$ cat src/inc/phy_an_energy_detect_powerdown_pkg.sv
// Constants, types and state layout of the partner, expansion and power-down timing registers
//
// Notes on behaviour
// - Partner next-page bit 15 resets to 0; local next-page exchange unsupported.
// - Partner bit 14 reads 1 once a link code word arrived since the last restart, else 0.
// - Partner bit 13 mirrors the remote fault flag the partner sent.
// - Partner bits 11:10 report partner pause ability; reset value 00.
// - Partner bit 9 reports advertised 100BASE-T4 ability though local PHY lacks it.
// - Partner bits 8..5 report TX full, TX, 10 full, 10 abilities; reset 0.
// - Expansion bit 4 sets on a parallel detection fault and latches high.
// - Expansion bit 3 shows whether the partner advertises next-page ability.
// - Expansion bit 2, local next-page ability, always reads 0.
// - Expansion bit 1 sets when a new page arrives and latches high.
// - Expansion bit 0 shows whether the partner can auto-negotiate.
// - In power-down with timing bit 15 set, single link pulses are sent periodically.
// - Timing bits 14:13 pick pulse interval: 1 s, 768, 512, 256 ms.
// - In power-down with timing bit 12 set, one received pulse wakes the PHY.
// - Else bits 11:10 give max two-pulse spacing: 64, 256, 512 ms, 1 s.
// - With the power-down enable bit set, timing bit 1 lengthens crossover time by 2976 ms.
// - Crossover enabled and forced speed: timing bit 0 adds 1984 ms to crossover time.
// - Pulse timing settings act only while the power-down enable bit is set.
package phy_an_energy_detect_powerdown_pkg;

   // ************************************************************
   // Register map: printed indices, byte address is four times the index
   // ************************************************************
   localparam logic [5:0]  IDX_PARTNER   = 6'h05;
   localparam logic [5:0]  IDX_EXPANSION = 6'h06;
   localparam logic [5:0]  IDX_TIMING    = 6'h10;
   localparam logic [5:0]  IDX_MODECTL   = 6'h11;

   // ************************************************************
   // Field positions
   // ************************************************************
   localparam int P_NEXTPAGE = 15;
   localparam int P_ACK      = 14;
   localparam int P_RFAULT   = 13;
   localparam int P_RSVD     = 12;
   localparam int X_PDFAULT  = 4;
   localparam int X_PARTNP   = 3;
   localparam int X_LOCALNP  = 2;
   localparam int X_PAGERX   = 1;
   localparam int X_PARTAN   = 0;
   localparam int T_TXEN     = 15;
   localparam int T_TXSEL    = 13;
   localparam int T_RXSINGLE = 12;
   localparam int T_RXSEL    = 10;
   localparam int T_EXTEDPD  = 1;
   localparam int T_EXTMAN   = 0;
   localparam int M_EDPDEN   = 13;
   localparam logic [15:0] TIMING_MASK  = 16'hFC03;
   localparam logic [15:0] PARTNER_MASK = 16'hAFFF;

   // ************************************************************
   // Reset values
   // ************************************************************
   localparam logic [15:0] PARTNER_RST = 16'h0000;
   localparam logic [15:0] TIMING_RST  = 16'h0000;

   // ************************************************************
   // Clock rate in kHz and times in milliseconds
   // ************************************************************
   localparam int CLK_KHZ          = 125000;
   localparam int MS_TX_1S         = 1000;
   localparam int MS_TX_768        = 768;
   localparam int MS_TX_512        = 512;
   localparam int MS_TX_256        = 256;
   localparam int MS_RX_64         = 64;
   localparam int MS_RX_256        = 256;
   localparam int MS_RX_512        = 512;
   localparam int MS_RX_1S         = 1000;
   localparam logic [12:0] MS_EXT_ENERGY_DETECT_POWERDOWN   = 13'hBA0;
   localparam logic [12:0] MS_EXT_MANUAL = 13'h7C0;

   // ************************************************************
   // Types
   // ************************************************************
   typedef enum logic [1:0] {
      ST_AWAKE = 2'b00,
      ST_ENERGY_DETECT_POWERDOWN  = 2'b01,
      ST_WAKE  = 2'b11
   } pd_state_t;

   typedef struct packed {
      logic        valid;
      logic [15:0] word;
   } code_word_t;

   typedef struct packed {
      pd_state_t   st;
      logic [15:0] partner;
      logic        ack;
      logic        anAble;
      logic        pdFault;
      logic        pageRx;
      logic [15:0] timing;
      logic        edpdEn;
      logic [31:0] msCnt;
      logic        msTick;
      logic [11:0] txMs;
      logic [11:0] rxMs;
      logic        rxFirst;
      logic        txPulse;
      logic        wake;
      logic [12:0] xoverExt;
      logic [31:0] rdata;
      logic        slverr;
   } phy_state_t;

endpackage

$ cat src/phy_an_energy_detect_powerdown_regs.sv
// Partner ability, expansion and power-down timing registers with APB slave
//
// Decided for this implementation: the APB slave port.
`timescale 1ns/1ps
`default_nettype none
module phy_an_energy_detect_powerdown_regs #(
   parameter int MS_CYCLES = phy_an_energy_detect_powerdown_pkg::CLK_KHZ
) (
   input  wire logic                        clk,
   input  wire logic                        rst_n,
   input  wire logic                        psel,
   input  wire logic                        penable,
   input  wire logic                        pwrite,
   input  wire logic [7:0]                  paddr,
   input  wire logic [31:0]                 pwdata,
   output logic      [31:0]                 prdata,
   output logic                             pready,
   output logic                             pslverr,
   input  wire phy_an_energy_detect_powerdown_pkg::code_word_t codeWord,
   input  wire logic                        anRestart,
   input  wire logic                        pdFaultEvt,
   input  wire logic                        rxLinkPulse,
   input  wire logic                        energyPresent,
   input  wire logic                        crossoverEnable,
   input  wire logic                        forcedManual,
   output logic                             txLinkPulse,
   output logic                             edpdActive,
   output logic                             wakeEvt,
   output logic      [12:0]                 xoverExtendMs
);

   // ************************************************************
   // Bus decode
   // ************************************************************
   phy_an_energy_detect_powerdown_pkg::phy_state_t s_r;
   phy_an_energy_detect_powerdown_pkg::phy_state_t s_nxt;
   logic                        setupPh;
   logic                        accessPh;
   logic [5:0]                  regIdx;
   logic                        hitAny;
   logic [15:0]                 rdWord;
   logic [15:0]                 partnerView;
   logic [15:0]                 expView;
   logic                        rdExpDone;
   logic [11:0]                 txLimit;
   logic [11:0]                 rxLimit;

   assign setupPh  = psel && !penable;
   assign accessPh = psel && penable;
   assign regIdx   = paddr[7:2];
   assign hitAny   = (paddr[1:0] == 2'h0) &&
                     (regIdx == phy_an_energy_detect_powerdown_pkg::IDX_PARTNER || regIdx == phy_an_energy_detect_powerdown_pkg::IDX_EXPANSION ||
                      regIdx == phy_an_energy_detect_powerdown_pkg::IDX_TIMING  || regIdx == phy_an_energy_detect_powerdown_pkg::IDX_MODECTL);
   // Read latency is fixed: data is captured in setup, so access always ends in one cycle
   assign pready   = accessPh;
   assign prdata   = s_r.rdata;
   assign pslverr  = accessPh && s_r.slverr;
   assign rdExpDone = accessPh && !pwrite && hitAny && regIdx == phy_an_energy_detect_powerdown_pkg::IDX_EXPANSION;

   always_comb begin
      partnerView = s_r.partner & phy_an_energy_detect_powerdown_pkg::PARTNER_MASK;
      partnerView[phy_an_energy_detect_powerdown_pkg::P_ACK] = s_r.ack;
      expView = 16'h0000;
      expView[phy_an_energy_detect_powerdown_pkg::X_PDFAULT] = s_r.pdFault;
      expView[phy_an_energy_detect_powerdown_pkg::X_PARTNP]  = s_r.partner[phy_an_energy_detect_powerdown_pkg::P_NEXTPAGE];
      expView[phy_an_energy_detect_powerdown_pkg::X_LOCALNP] = 1'b0;
      expView[phy_an_energy_detect_powerdown_pkg::X_PAGERX]  = s_r.pageRx;
      expView[phy_an_energy_detect_powerdown_pkg::X_PARTAN]  = s_r.anAble;
      rdWord = 16'h0000;
      unique case (regIdx)
         phy_an_energy_detect_powerdown_pkg::IDX_PARTNER:   rdWord = partnerView;
         phy_an_energy_detect_powerdown_pkg::IDX_EXPANSION: rdWord = expView;
         phy_an_energy_detect_powerdown_pkg::IDX_TIMING:    rdWord = s_r.timing;
         phy_an_energy_detect_powerdown_pkg::IDX_MODECTL:   rdWord = {2'h0, s_r.edpdEn, 13'h0000};
         default:                        rdWord = 16'h0000;
      endcase
   end

   // ************************************************************
   // Interval selection
   // ************************************************************
   always_comb begin
      unique case (s_r.timing[phy_an_energy_detect_powerdown_pkg::T_TXSEL +: 2])
         2'h0:    txLimit = 12'(phy_an_energy_detect_powerdown_pkg::MS_TX_1S);
         2'h1:    txLimit = 12'(phy_an_energy_detect_powerdown_pkg::MS_TX_768);
         2'h2:    txLimit = 12'(phy_an_energy_detect_powerdown_pkg::MS_TX_512);
         default: txLimit = 12'(phy_an_energy_detect_powerdown_pkg::MS_TX_256);
      endcase
      unique case (s_r.timing[phy_an_energy_detect_powerdown_pkg::T_RXSEL +: 2])
         2'h0:    rxLimit = 12'(phy_an_energy_detect_powerdown_pkg::MS_RX_64);
         2'h1:    rxLimit = 12'(phy_an_energy_detect_powerdown_pkg::MS_RX_256);
         2'h2:    rxLimit = 12'(phy_an_energy_detect_powerdown_pkg::MS_RX_512);
         default: rxLimit = 12'(phy_an_energy_detect_powerdown_pkg::MS_RX_1S);
      endcase
   end

   // ************************************************************
   // Next state
   // ************************************************************
   always_comb begin
      s_nxt = s_r;
      s_nxt.txPulse = 1'b0;
      s_nxt.wake    = 1'b0;

      // Bus side: capture read data in setup
      if (setupPh) begin
         // Refused addresses read zero, even when the index alone would match
         s_nxt.rdata  = hitAny ? {16'h0000, rdWord} : 32'h0000_0000;
         s_nxt.slverr = !hitAny;
      end
      if (accessPh && pwrite && hitAny) begin
         if (regIdx == phy_an_energy_detect_powerdown_pkg::IDX_TIMING) begin
            s_nxt.timing = pwdata[15:0] & phy_an_energy_detect_powerdown_pkg::TIMING_MASK;
         end
         if (regIdx == phy_an_energy_detect_powerdown_pkg::IDX_MODECTL) begin
            s_nxt.edpdEn = pwdata[phy_an_energy_detect_powerdown_pkg::M_EDPDEN];
         end
      end

      // Latched bits: only bits shown by this read are cleared, and a new event wins
      if (rdExpDone) begin
         s_nxt.pdFault = s_r.pdFault & ~s_r.rdata[phy_an_energy_detect_powerdown_pkg::X_PDFAULT];
         s_nxt.pageRx  = s_r.pageRx & ~s_r.rdata[phy_an_energy_detect_powerdown_pkg::X_PAGERX];
      end
      if (pdFaultEvt) begin
         s_nxt.pdFault = 1'b1;
      end

      // Partner code words
      if (anRestart) begin
         s_nxt.ack    = 1'b0;
         s_nxt.anAble = 1'b0;
      end
      if (codeWord.valid) begin
         s_nxt.partner = codeWord.word & phy_an_energy_detect_powerdown_pkg::PARTNER_MASK;
         s_nxt.ack     = 1'b1;
         s_nxt.anAble  = 1'b1;
         s_nxt.pageRx  = 1'b1;
      end

      // Millisecond tick shared by every timer
      if (s_r.msCnt >= MS_CYCLES - 1) begin
         s_nxt.msCnt  = 32'h0000_0000;
         s_nxt.msTick = 1'b1;
      end else begin
         s_nxt.msCnt  = s_r.msCnt + 32'h0000_0001;
         s_nxt.msTick = 1'b0;
      end

      // Power-down state machine
      unique case (s_r.st)
         phy_an_energy_detect_powerdown_pkg::ST_AWAKE: begin
            s_nxt.txMs    = 12'h000;
            s_nxt.rxMs    = 12'h000;
            s_nxt.rxFirst = 1'b0;
            if (s_r.edpdEn && !energyPresent) begin
               s_nxt.st = phy_an_energy_detect_powerdown_pkg::ST_ENERGY_DETECT_POWERDOWN;
            end
         end
         phy_an_energy_detect_powerdown_pkg::ST_ENERGY_DETECT_POWERDOWN: begin
            if (s_r.timing[phy_an_energy_detect_powerdown_pkg::T_TXEN] && s_r.edpdEn) begin
               if (s_r.msTick) begin
                  if (s_r.txMs >= txLimit - 12'h001) begin
                     s_nxt.txMs    = 12'h000;
                     s_nxt.txPulse = 1'b1;
                  end else begin
                     s_nxt.txMs = s_r.txMs + 12'h001;
                  end
               end
            end else begin
               s_nxt.txMs = 12'h000;
            end
            if (s_r.rxFirst && s_r.msTick) begin
               if (s_r.rxMs >= rxLimit) begin
                  s_nxt.rxFirst = 1'b0;
               end else begin
                  s_nxt.rxMs = s_r.rxMs + 12'h001;
               end
            end
            if (rxLinkPulse) begin
               if (s_r.timing[phy_an_energy_detect_powerdown_pkg::T_RXSINGLE]) begin
                  s_nxt.st = phy_an_energy_detect_powerdown_pkg::ST_WAKE;
               end else if (s_r.rxFirst && s_r.rxMs < rxLimit) begin
                  s_nxt.st = phy_an_energy_detect_powerdown_pkg::ST_WAKE;
               end else begin
                  s_nxt.rxFirst = 1'b1;
                  s_nxt.rxMs    = 12'h000;
               end
            end
            // Losing the enable leaves power-down at once without a wake event
            if (!s_r.edpdEn || energyPresent) begin
               s_nxt.st = phy_an_energy_detect_powerdown_pkg::ST_AWAKE;
            end
         end
         phy_an_energy_detect_powerdown_pkg::ST_WAKE: begin
            s_nxt.wake = 1'b1;
            s_nxt.st   = phy_an_energy_detect_powerdown_pkg::ST_AWAKE;
         end
         default: begin
            s_nxt.st = phy_an_energy_detect_powerdown_pkg::ST_AWAKE;
         end
      endcase

      // Crossover extension in milliseconds
      s_nxt.xoverExt = 13'h0000;
      if (s_r.edpdEn && s_r.timing[phy_an_energy_detect_powerdown_pkg::T_EXTEDPD]) begin
         s_nxt.xoverExt = phy_an_energy_detect_powerdown_pkg::MS_EXT_ENERGY_DETECT_POWERDOWN;
      end
      if (crossoverEnable && forcedManual && s_r.timing[phy_an_energy_detect_powerdown_pkg::T_EXTMAN]) begin
         s_nxt.xoverExt = s_nxt.xoverExt + phy_an_energy_detect_powerdown_pkg::MS_EXT_MANUAL;
      end
   end

   // ************************************************************
   // State register
   // ************************************************************
   always_ff @(posedge clk) begin
      if (!rst_n) begin
         s_r          <= '0;
         s_r.st       <= phy_an_energy_detect_powerdown_pkg::ST_AWAKE;
         s_r.partner  <= phy_an_energy_detect_powerdown_pkg::PARTNER_RST;
         s_r.timing   <= phy_an_energy_detect_powerdown_pkg::TIMING_RST;
      end else begin
         s_r <= s_nxt;
      end
   end

   assign txLinkPulse   = s_r.txPulse;
   assign wakeEvt       = s_r.wake;
   assign edpdActive    = (s_r.st == phy_an_energy_detect_powerdown_pkg::ST_ENERGY_DETECT_POWERDOWN);
   assign xoverExtendMs = s_r.xoverExt;
endmodule // phy_an_energy_detect_powerdown_regs
`default_nettype wire

$ cat config.mk
export PLATFORM = sky130hd
export DESIGN_NAME = phy_an_energy_detect_powerdown_regs
export DESIGN_NICKNAME = d
export VERILOG_FILES = /design/src/inc/phy_an_energy_detect_powerdown_pkg.sv /design/src/phy_an_energy_detect_powerdown_regs.sv
export SDC_FILE = /design/constraint.sdc
export NUM_CORES = 1
export LEC_CHECK = 0
export ABC_AREA = 1
export BUFFER_PORTS_ARGS = -buffer_cell sky130_fd_sc_hd__buf_4
export CAP_MARGIN = 15
export CORE_MARGIN = 8
export CORE_UTILIZATION = 44
export DETAILED_ROUTE_END_ITERATION = 12
export PLACE_DENSITY = 0.7
export SYNTH_ARGS = -nofsm -noshare
export SYNTH_HDL_FRONTEND = slang
export SYNTH_SLANG_ARGS = --single-unit
export TNS_END_PERCENT = 30
$ cat constraint.sdc
create_clock -name clk -period 2.2 [get_ports clk]
set_input_delay 0.22 -clock clk [delete_from_list [all_inputs] [get_ports clk]]
set_output_delay 0.22 -clock clk [all_outputs]
set_load 0.005 [all_outputs]
Word-level counts from Yosys, hierarchy flattened

Index checks and enable logic that the tools add are counted.

Register bits after elaboration: 135
Bits in latches: 0
RAM bits: 0
Memory bits (read-only): 0
Input bits: 68
Output and inout bits: 50
Word-level logic and storage cells: 115
Memories kept: 0

Add/sub/neg operators: 5
$mul: 0
Div/mod/pow operators: 0
Magnitude comparators: 4
Equality and inequality tests: 14
Shift operators: 0
Muxes and demuxes: 30
Bitwise gates (word level): 5
Reduce and logical (&&, ||, !) cells: 39

Operators by type and width:

| operator                                               | count |
|---|---|
| 2-to-1 mux 13 bit                                      | 5 |
| case mux 16 bit (4 select lines)                       | 1 |
| 2-to-1 mux 12 bit                                      | 5 |
| case mux 10 bit (3 select lines)                       | 2 |
| case mux 25 bit (2 select lines)                       | 1 |
| adder 32 x 1 -> 32 bit (second input constant)         | 1 |
| >= comparator 32 x 17 -> 1 bit (second input constant) | 1 |
| adder 12 x 1 -> 12 bit (second input constant)         | 2 |
| >= comparator 12 bit                                   | 2 |
| logical AND 1 bit                                      | 16 |
| 2-to-1 mux 16 bit                                      | 1 |
| 2-to-1 mux 2 bit                                       | 8 |
| adder 13 x 11 -> 13 bit (second input constant)        | 1 |
| == test 6 x 3 -> 1 bit (second input constant)         | 2 |
| == test 6 x 5 -> 1 bit (second input constant)         | 2 |
| < comparator 12 bit                                    | 1 |
| subtractor 12 x 1 -> 12 bit (second input constant)    | 1 |
| logical NOT 2 bit                                      | 4 |
| nonzero test 2 bit                                     | 4 |
| == test 2 x 1 -> 1 bit (second input constant)         | 3 |
| == test 2 bit (second input constant)                  | 3 |
| 2-to-1 mux 1 bit                                       | 6 |
| AND reduction 2 bit                                    | 3 |
| logical NOT 1 bit                                      | 5 |
| 11 further kinds                                       | 17 |

Logic depth before layout (Yosys ltp)

Depth in word-level cells: 9
Gate-level depth with buffers: 17
Depth with buffers taken out: 17

Worst setup path before layout

OpenSTA, ideal clock, no wires.

Path kind: register -> register
From: reg s_r[117] (netlist name)
To: reg s_r[54] (netlist name)
Arrival time: 1.906 ns
Required time: 2.084 ns
Slack: 0.178 ns
Stages on the path, launching flop included: 17
Period minus slack after synthesis: 2.022 ns
Cells stage by stage: dfxtp_1 > inv_1 > ha_1 > inv_1 > ha_1 > nand2_1 > inv_1 > nand2_1 > nand2_1 > nand2_1 > inv_2 > nor2_2 > nand3_2 > nor2_1 > nand2_1 > nand2_1 > a21oi_1

Longest elaborated chain between the ends: 9
Elaborated cells on any way between the ends: 13
Classes of those cells: 2 x order compare; 2 x eq/ne; 7 x mux; 2 x reduce/logical

Ends and longest elaborated chain:

| element                                     | RTL line                                   | text |
|---|---|---|
| from (decl)                                 | phy_an_energy_detect_powerdown_regs.sv:35  | `phy_an_energy_detect_powerdown_pkg::phy_state_t s_r;` |
| from (signal assigned)                      | phy_an_energy_detect_powerdown_regs.sv:224 | `s_r <= s_nxt;` |
| == test 2 bit, or another cell as far along | phy_an_energy_detect_powerdown_regs.sv:89  | `unique case (s_r.timing[phy_an_energy_detect_powerdown_pkg::T_RXSEL +: 2])` |
| case mux 10 bit (3 select lines) (*)        | phy_an_energy_detect_powerdown_regs.sv:89  |  |
| >= comparator 12 bit                        | phy_an_energy_detect_powerdown_regs.sv:174 | `if (s_r.rxMs >= rxLimit) begin` |
| 2-to-1 mux 12 bit                           | phy_an_energy_detect_powerdown_regs.sv:174 |  |
| 2-to-1 mux 13 bit                           | phy_an_energy_detect_powerdown_regs.sv:173 | `if (s_r.rxFirst && s_r.msTick) begin` |
| 2-to-1 mux 13 bit                           | phy_an_energy_detect_powerdown_regs.sv:183 | `end else if (s_r.rxFirst && s_r.rxMs < rxLimit) begin` |
| 2-to-1 mux 13 bit                           | phy_an_energy_detect_powerdown_regs.sv:181 | `if (s_r.timing[phy_an_energy_detect_powerdown_pkg::T_RXSINGLE]) begin` |
| 2-to-1 mux 13 bit (*)                       | phy_an_energy_detect_powerdown_regs.sv:180 | `if (rxLinkPulse) begin` |
| case mux 25 bit (2 select lines) (*)        | phy_an_energy_detect_powerdown_regs.sv:151 | `unique case (s_r.st)` |

Mark *: on every way between the ends. The rest lies on a longest branch, timed or not.
A chain may end at the register's enable or synchronous reset.

Worst setup path in the final report

From: reg s_r[117] (netlist name)
To: reg s_r[59] (netlist name)

The elaborated chain is that of the path after synthesis.

==> run metrics <==
proportion of register bits with asynchronous set or reset after synthesis=0%; drt drc=0; run status=finished clean; top area cells in the synthesized netlist=dfxtp_1 42%, nand2_1 10%, buf_4 6.4%; critical path start-end classification=flop to flop; drt via density=between 4 and 5; fraction of the yosys area taken by sequential cells=around 42%; critical path launch point type=flop; reported max-cap violation count=0; CP dominant cell by count=nand2_1; RSZ-0062 raised after global routing=yes; placement-stage worst setup slack=0.003275 ns; CTS Buffer Depth=2; start of the worst register-to-register path=s_r[117]$_SDFFE_PN0P_; register bit total from synthesis=between 100 and 150; Peak VDD IR=between 0.0003 and 0.0004 V; vias in the first global route=4133; standard cell with the maximum stage delay on the critical path=dfxtp_2; Avg Inst Size Synth=between 7 and 8 um^2; effective utilization at floorplan=44.61%; highest fanout seen on the critical path=5; top cell type's share of synthesized area=a little over two fifths; global-route wire length before repair=19.80 mm; hold violation count in the final report=0; HPWL Detailed=approximately 8.7 mm; flip-flop cell with the highest count after synthesis=dfxtp_1; worst-path cell chain=inv_1, ha_1, nor2_1, ha_1, nand2_1, nor2_2, nand3_1, buf_4, nand2_1, nor2_4, buf_6, nand3_1, o21ai_1, nand2_1, a21oi_1; clock tree from TritonCTS=built; Final setup viols=0; number of rows in the core area=40; count of nets after finishing=864; residual overflow from global routing=0; gate count of the mapped netlist=between 700 and 800; ratio of cells with drive above 1 in the final layout=19.52%; clock root cell=clkbuf_16; post-synth cell types=41; warnings from Yosys=0; pin count of the biggest net entering global routing=between 40 and 50; number of ports placed on the die boundary=between 100 and 150; synthesized area=roughly 5300 um^2; longest individual stage delay on the worst path=approximately 0.33 ns; core area=11910 um^2; most repeated cell in the gate-level netlist after synthesis=nand2_1; highest clock frequency the design can meet=around 0.47 GHz; crit path capture type=flop; number of buffers created by CTS=9; number of buffers inserted for hold repair after clock tree synthesis=0; Yosys top cell by area=dfxtp_1; violation count after the first detailed-routing iteration=242; sinks on the clock net=~110; Die Ht=around 130 um; minimum setup slack in the final design=0.06554 ns; width of the die=125.9 um; source-to-sink clock delay at the later pin of the worst-skew pair=0.35 ns; via count=around 4400; final WL=between 10 and 15 mm; Pleak=about 2.6 nW; most frequent cells after synthesis=144 x nand2_1, 112 x dfxtp_1, 79 x nor2_1, 70 x inv_1, 58 x a21oi_1; launch point of the critical path=s_r[117]$_SDFFE_PN0P_; routed length per placed instance=about 13 um; clock skew=0.007936 ns; WHS=between 0.04 and 0.05 ns; Total Routing Usage GR=between 15 and 20%; min-delay worst type=primary input to flop; H-tree depth reported by CTS=3; worst-margin pin slew=between 0.9 and 1 ns; Area growth syn-to-layout=17.68%; arrival time at the worst endpoint=2.41 ns; pwr/cell area=~650 nW/um^2; register clock-pin slew on the reported worst setup and hold paths=roughly 0.07 ns; worst relative slew slack=roughly 39%; Hold Path Origin=energyPresent; number of max-slew violations in the final report=0; required time of the critical path=roughly 2.5 ns; number of antenna violations at the first check in global routing=0; final period demand of the worst path=~2.1 ns; number of synthesized flops with an enable pin=0; count of nets left with antenna violations after detail routing=0; Antenna diodes=0; Final Non-Filler Cells=about 930; gp weighted congestion=around 0.84; # port buffers=70; share of the clock period used by the worst path after layout=approximately 97%; post-placement cell count=914; die area=around 16000 um^2; router iterations before antenna repair=4
[registers in the layout (all words and copies together), names as in the netlist]
signal / cells
s_r: 70
prdata: 16
partnerView: 14
xoverExtendMs: 7
expView: 3
txLinkPulse: 1
wakeEvt: 1
[cell usage in the layout, fill, tap and decap left out, types with 3 or more instances in the layout]
| master | n |
|---|---|
| nand4_1 | 19 |
| inv_1 | 69 |
| a21oi_1 | 57 |
| nand3_2 | 4 |
| ha_1 | 15 |
| o21ai_1 | 9 |
| nor2_4 | 4 |
| nand3b_1 | 7 |
| o22ai_1 | 4 |
| conb_1 | 36 |
| clkbuf_16 | 9 |
| nor2_2 | 11 |
| nor3_1 | 9 |
| dfxtp_1 | 110 |
| o21ai_0 | 22 |
| xnor2_1 | 3 |
| inv_2 | 18 |
| nor4_1 | 5 |
| buf_4 | 83 |
| xor2_1 | 15 |
| nand2_1 | 141 |
| nand3_1 | 25 |
| nor2_1 | 73 |
[metal layers]
layer / vias to the layer above / wire length (um) / global-route usage (%) / share of wire [%]
li1: 2328 / - / - / -
met1: 1975 / 5659 / 19.67 / 48
met2: 80 / 5493 / 23.90 / 46
met3: 12 / 595 / 3.924 / 5.0
met4: 0 / 123 / 4.105 / 1.0
met5: - / 0 / 0 / 0
[critical path: cells and delay by family (launching register included)]
| kind | cells | cell delay, ns |
|---|---|---|
| compound gates | 2 | 0.27 |
| buf+inv | 3 | 0.30 |
| flops | 1 | 0.33 |
| fa+ha+maj | 2 | 0.44 |
| simple gates | 8 | 0.73 |
[through the flow]
stage	total power, mW	instance area, um^2	utilization (%)	TNS, ns
floorplan	2.238	5445	-	0
global placement	2.304	5818	48.84	0
detailed placement	2.306	5818	48.84	0
CTS	4.124	6161	51.72	0
global route	4.248	6254	52.50	-0.3372
finish	4.088	6254	52.50	0
[report_power, final]
| group | leakage [nW] | total [mW] | internal, mW | switching (mW) |
|---|---|---|---|---|
| Sequential | 0.914 | 2.08 | 2.06 | 0.0136 |
| Combinational | 1.57 | 0.184 | 0.0748 | 0.109 |
| Clock | 0.164 | 1.83 | 1.07 | 0.756 |
| Total | 2.65 | 4.09 | 3.21 | 0.878 |
[final timing paths]
path                            depth (start not counted)                    end  slack [ns]
worst max register to register                         15   s_r[59]$_SDFFE_PN0P_        0.07
worst min register to register                          2   s_r[72]$_SDFFE_PN0P_        0.44
worst min-delay path                                    2  s_r[143]$_SDFFE_PN0P_        0.05
worst max-delay path                                   15   s_r[59]$_SDFFE_PN0P_        0.07
[final cells by class]
cell class	instances	area, um^2
Fill cell	1196	5658
Multi-Input combinational cell	481	2505
Sequential cell	112	2245
Timing Repair Buffer	84	634.4
Inverter	91	345.3
Clock buffer	11	252.7
Tap cell	147	183.9
Clock inverter	5	87.58
[cell families (layout without fill, tap and decap cells)]
kind of cell,after synthesis,after routing,share of synthesized area (%)
other,1,36,0.07057
adder cells (fa/ha/maj),17,17,4.003
XOR/XNOR,18,18,2.967
buffers and inverters,156,191,14.62
AND/OR/NAND/NOR,308,308,26.02
flip-flops,112,112,42.19
AO/OA/AOI/OAI,102,102,10.12
[timing repair]
action,in CTS,in global routing
hold endpoints to repair,0,0
pin swaps,0,6
setup endpoints to repair,3,17
buffers inserted,0,1
gates resized for setup,1,23
Power figures use the tool's default switching activity.
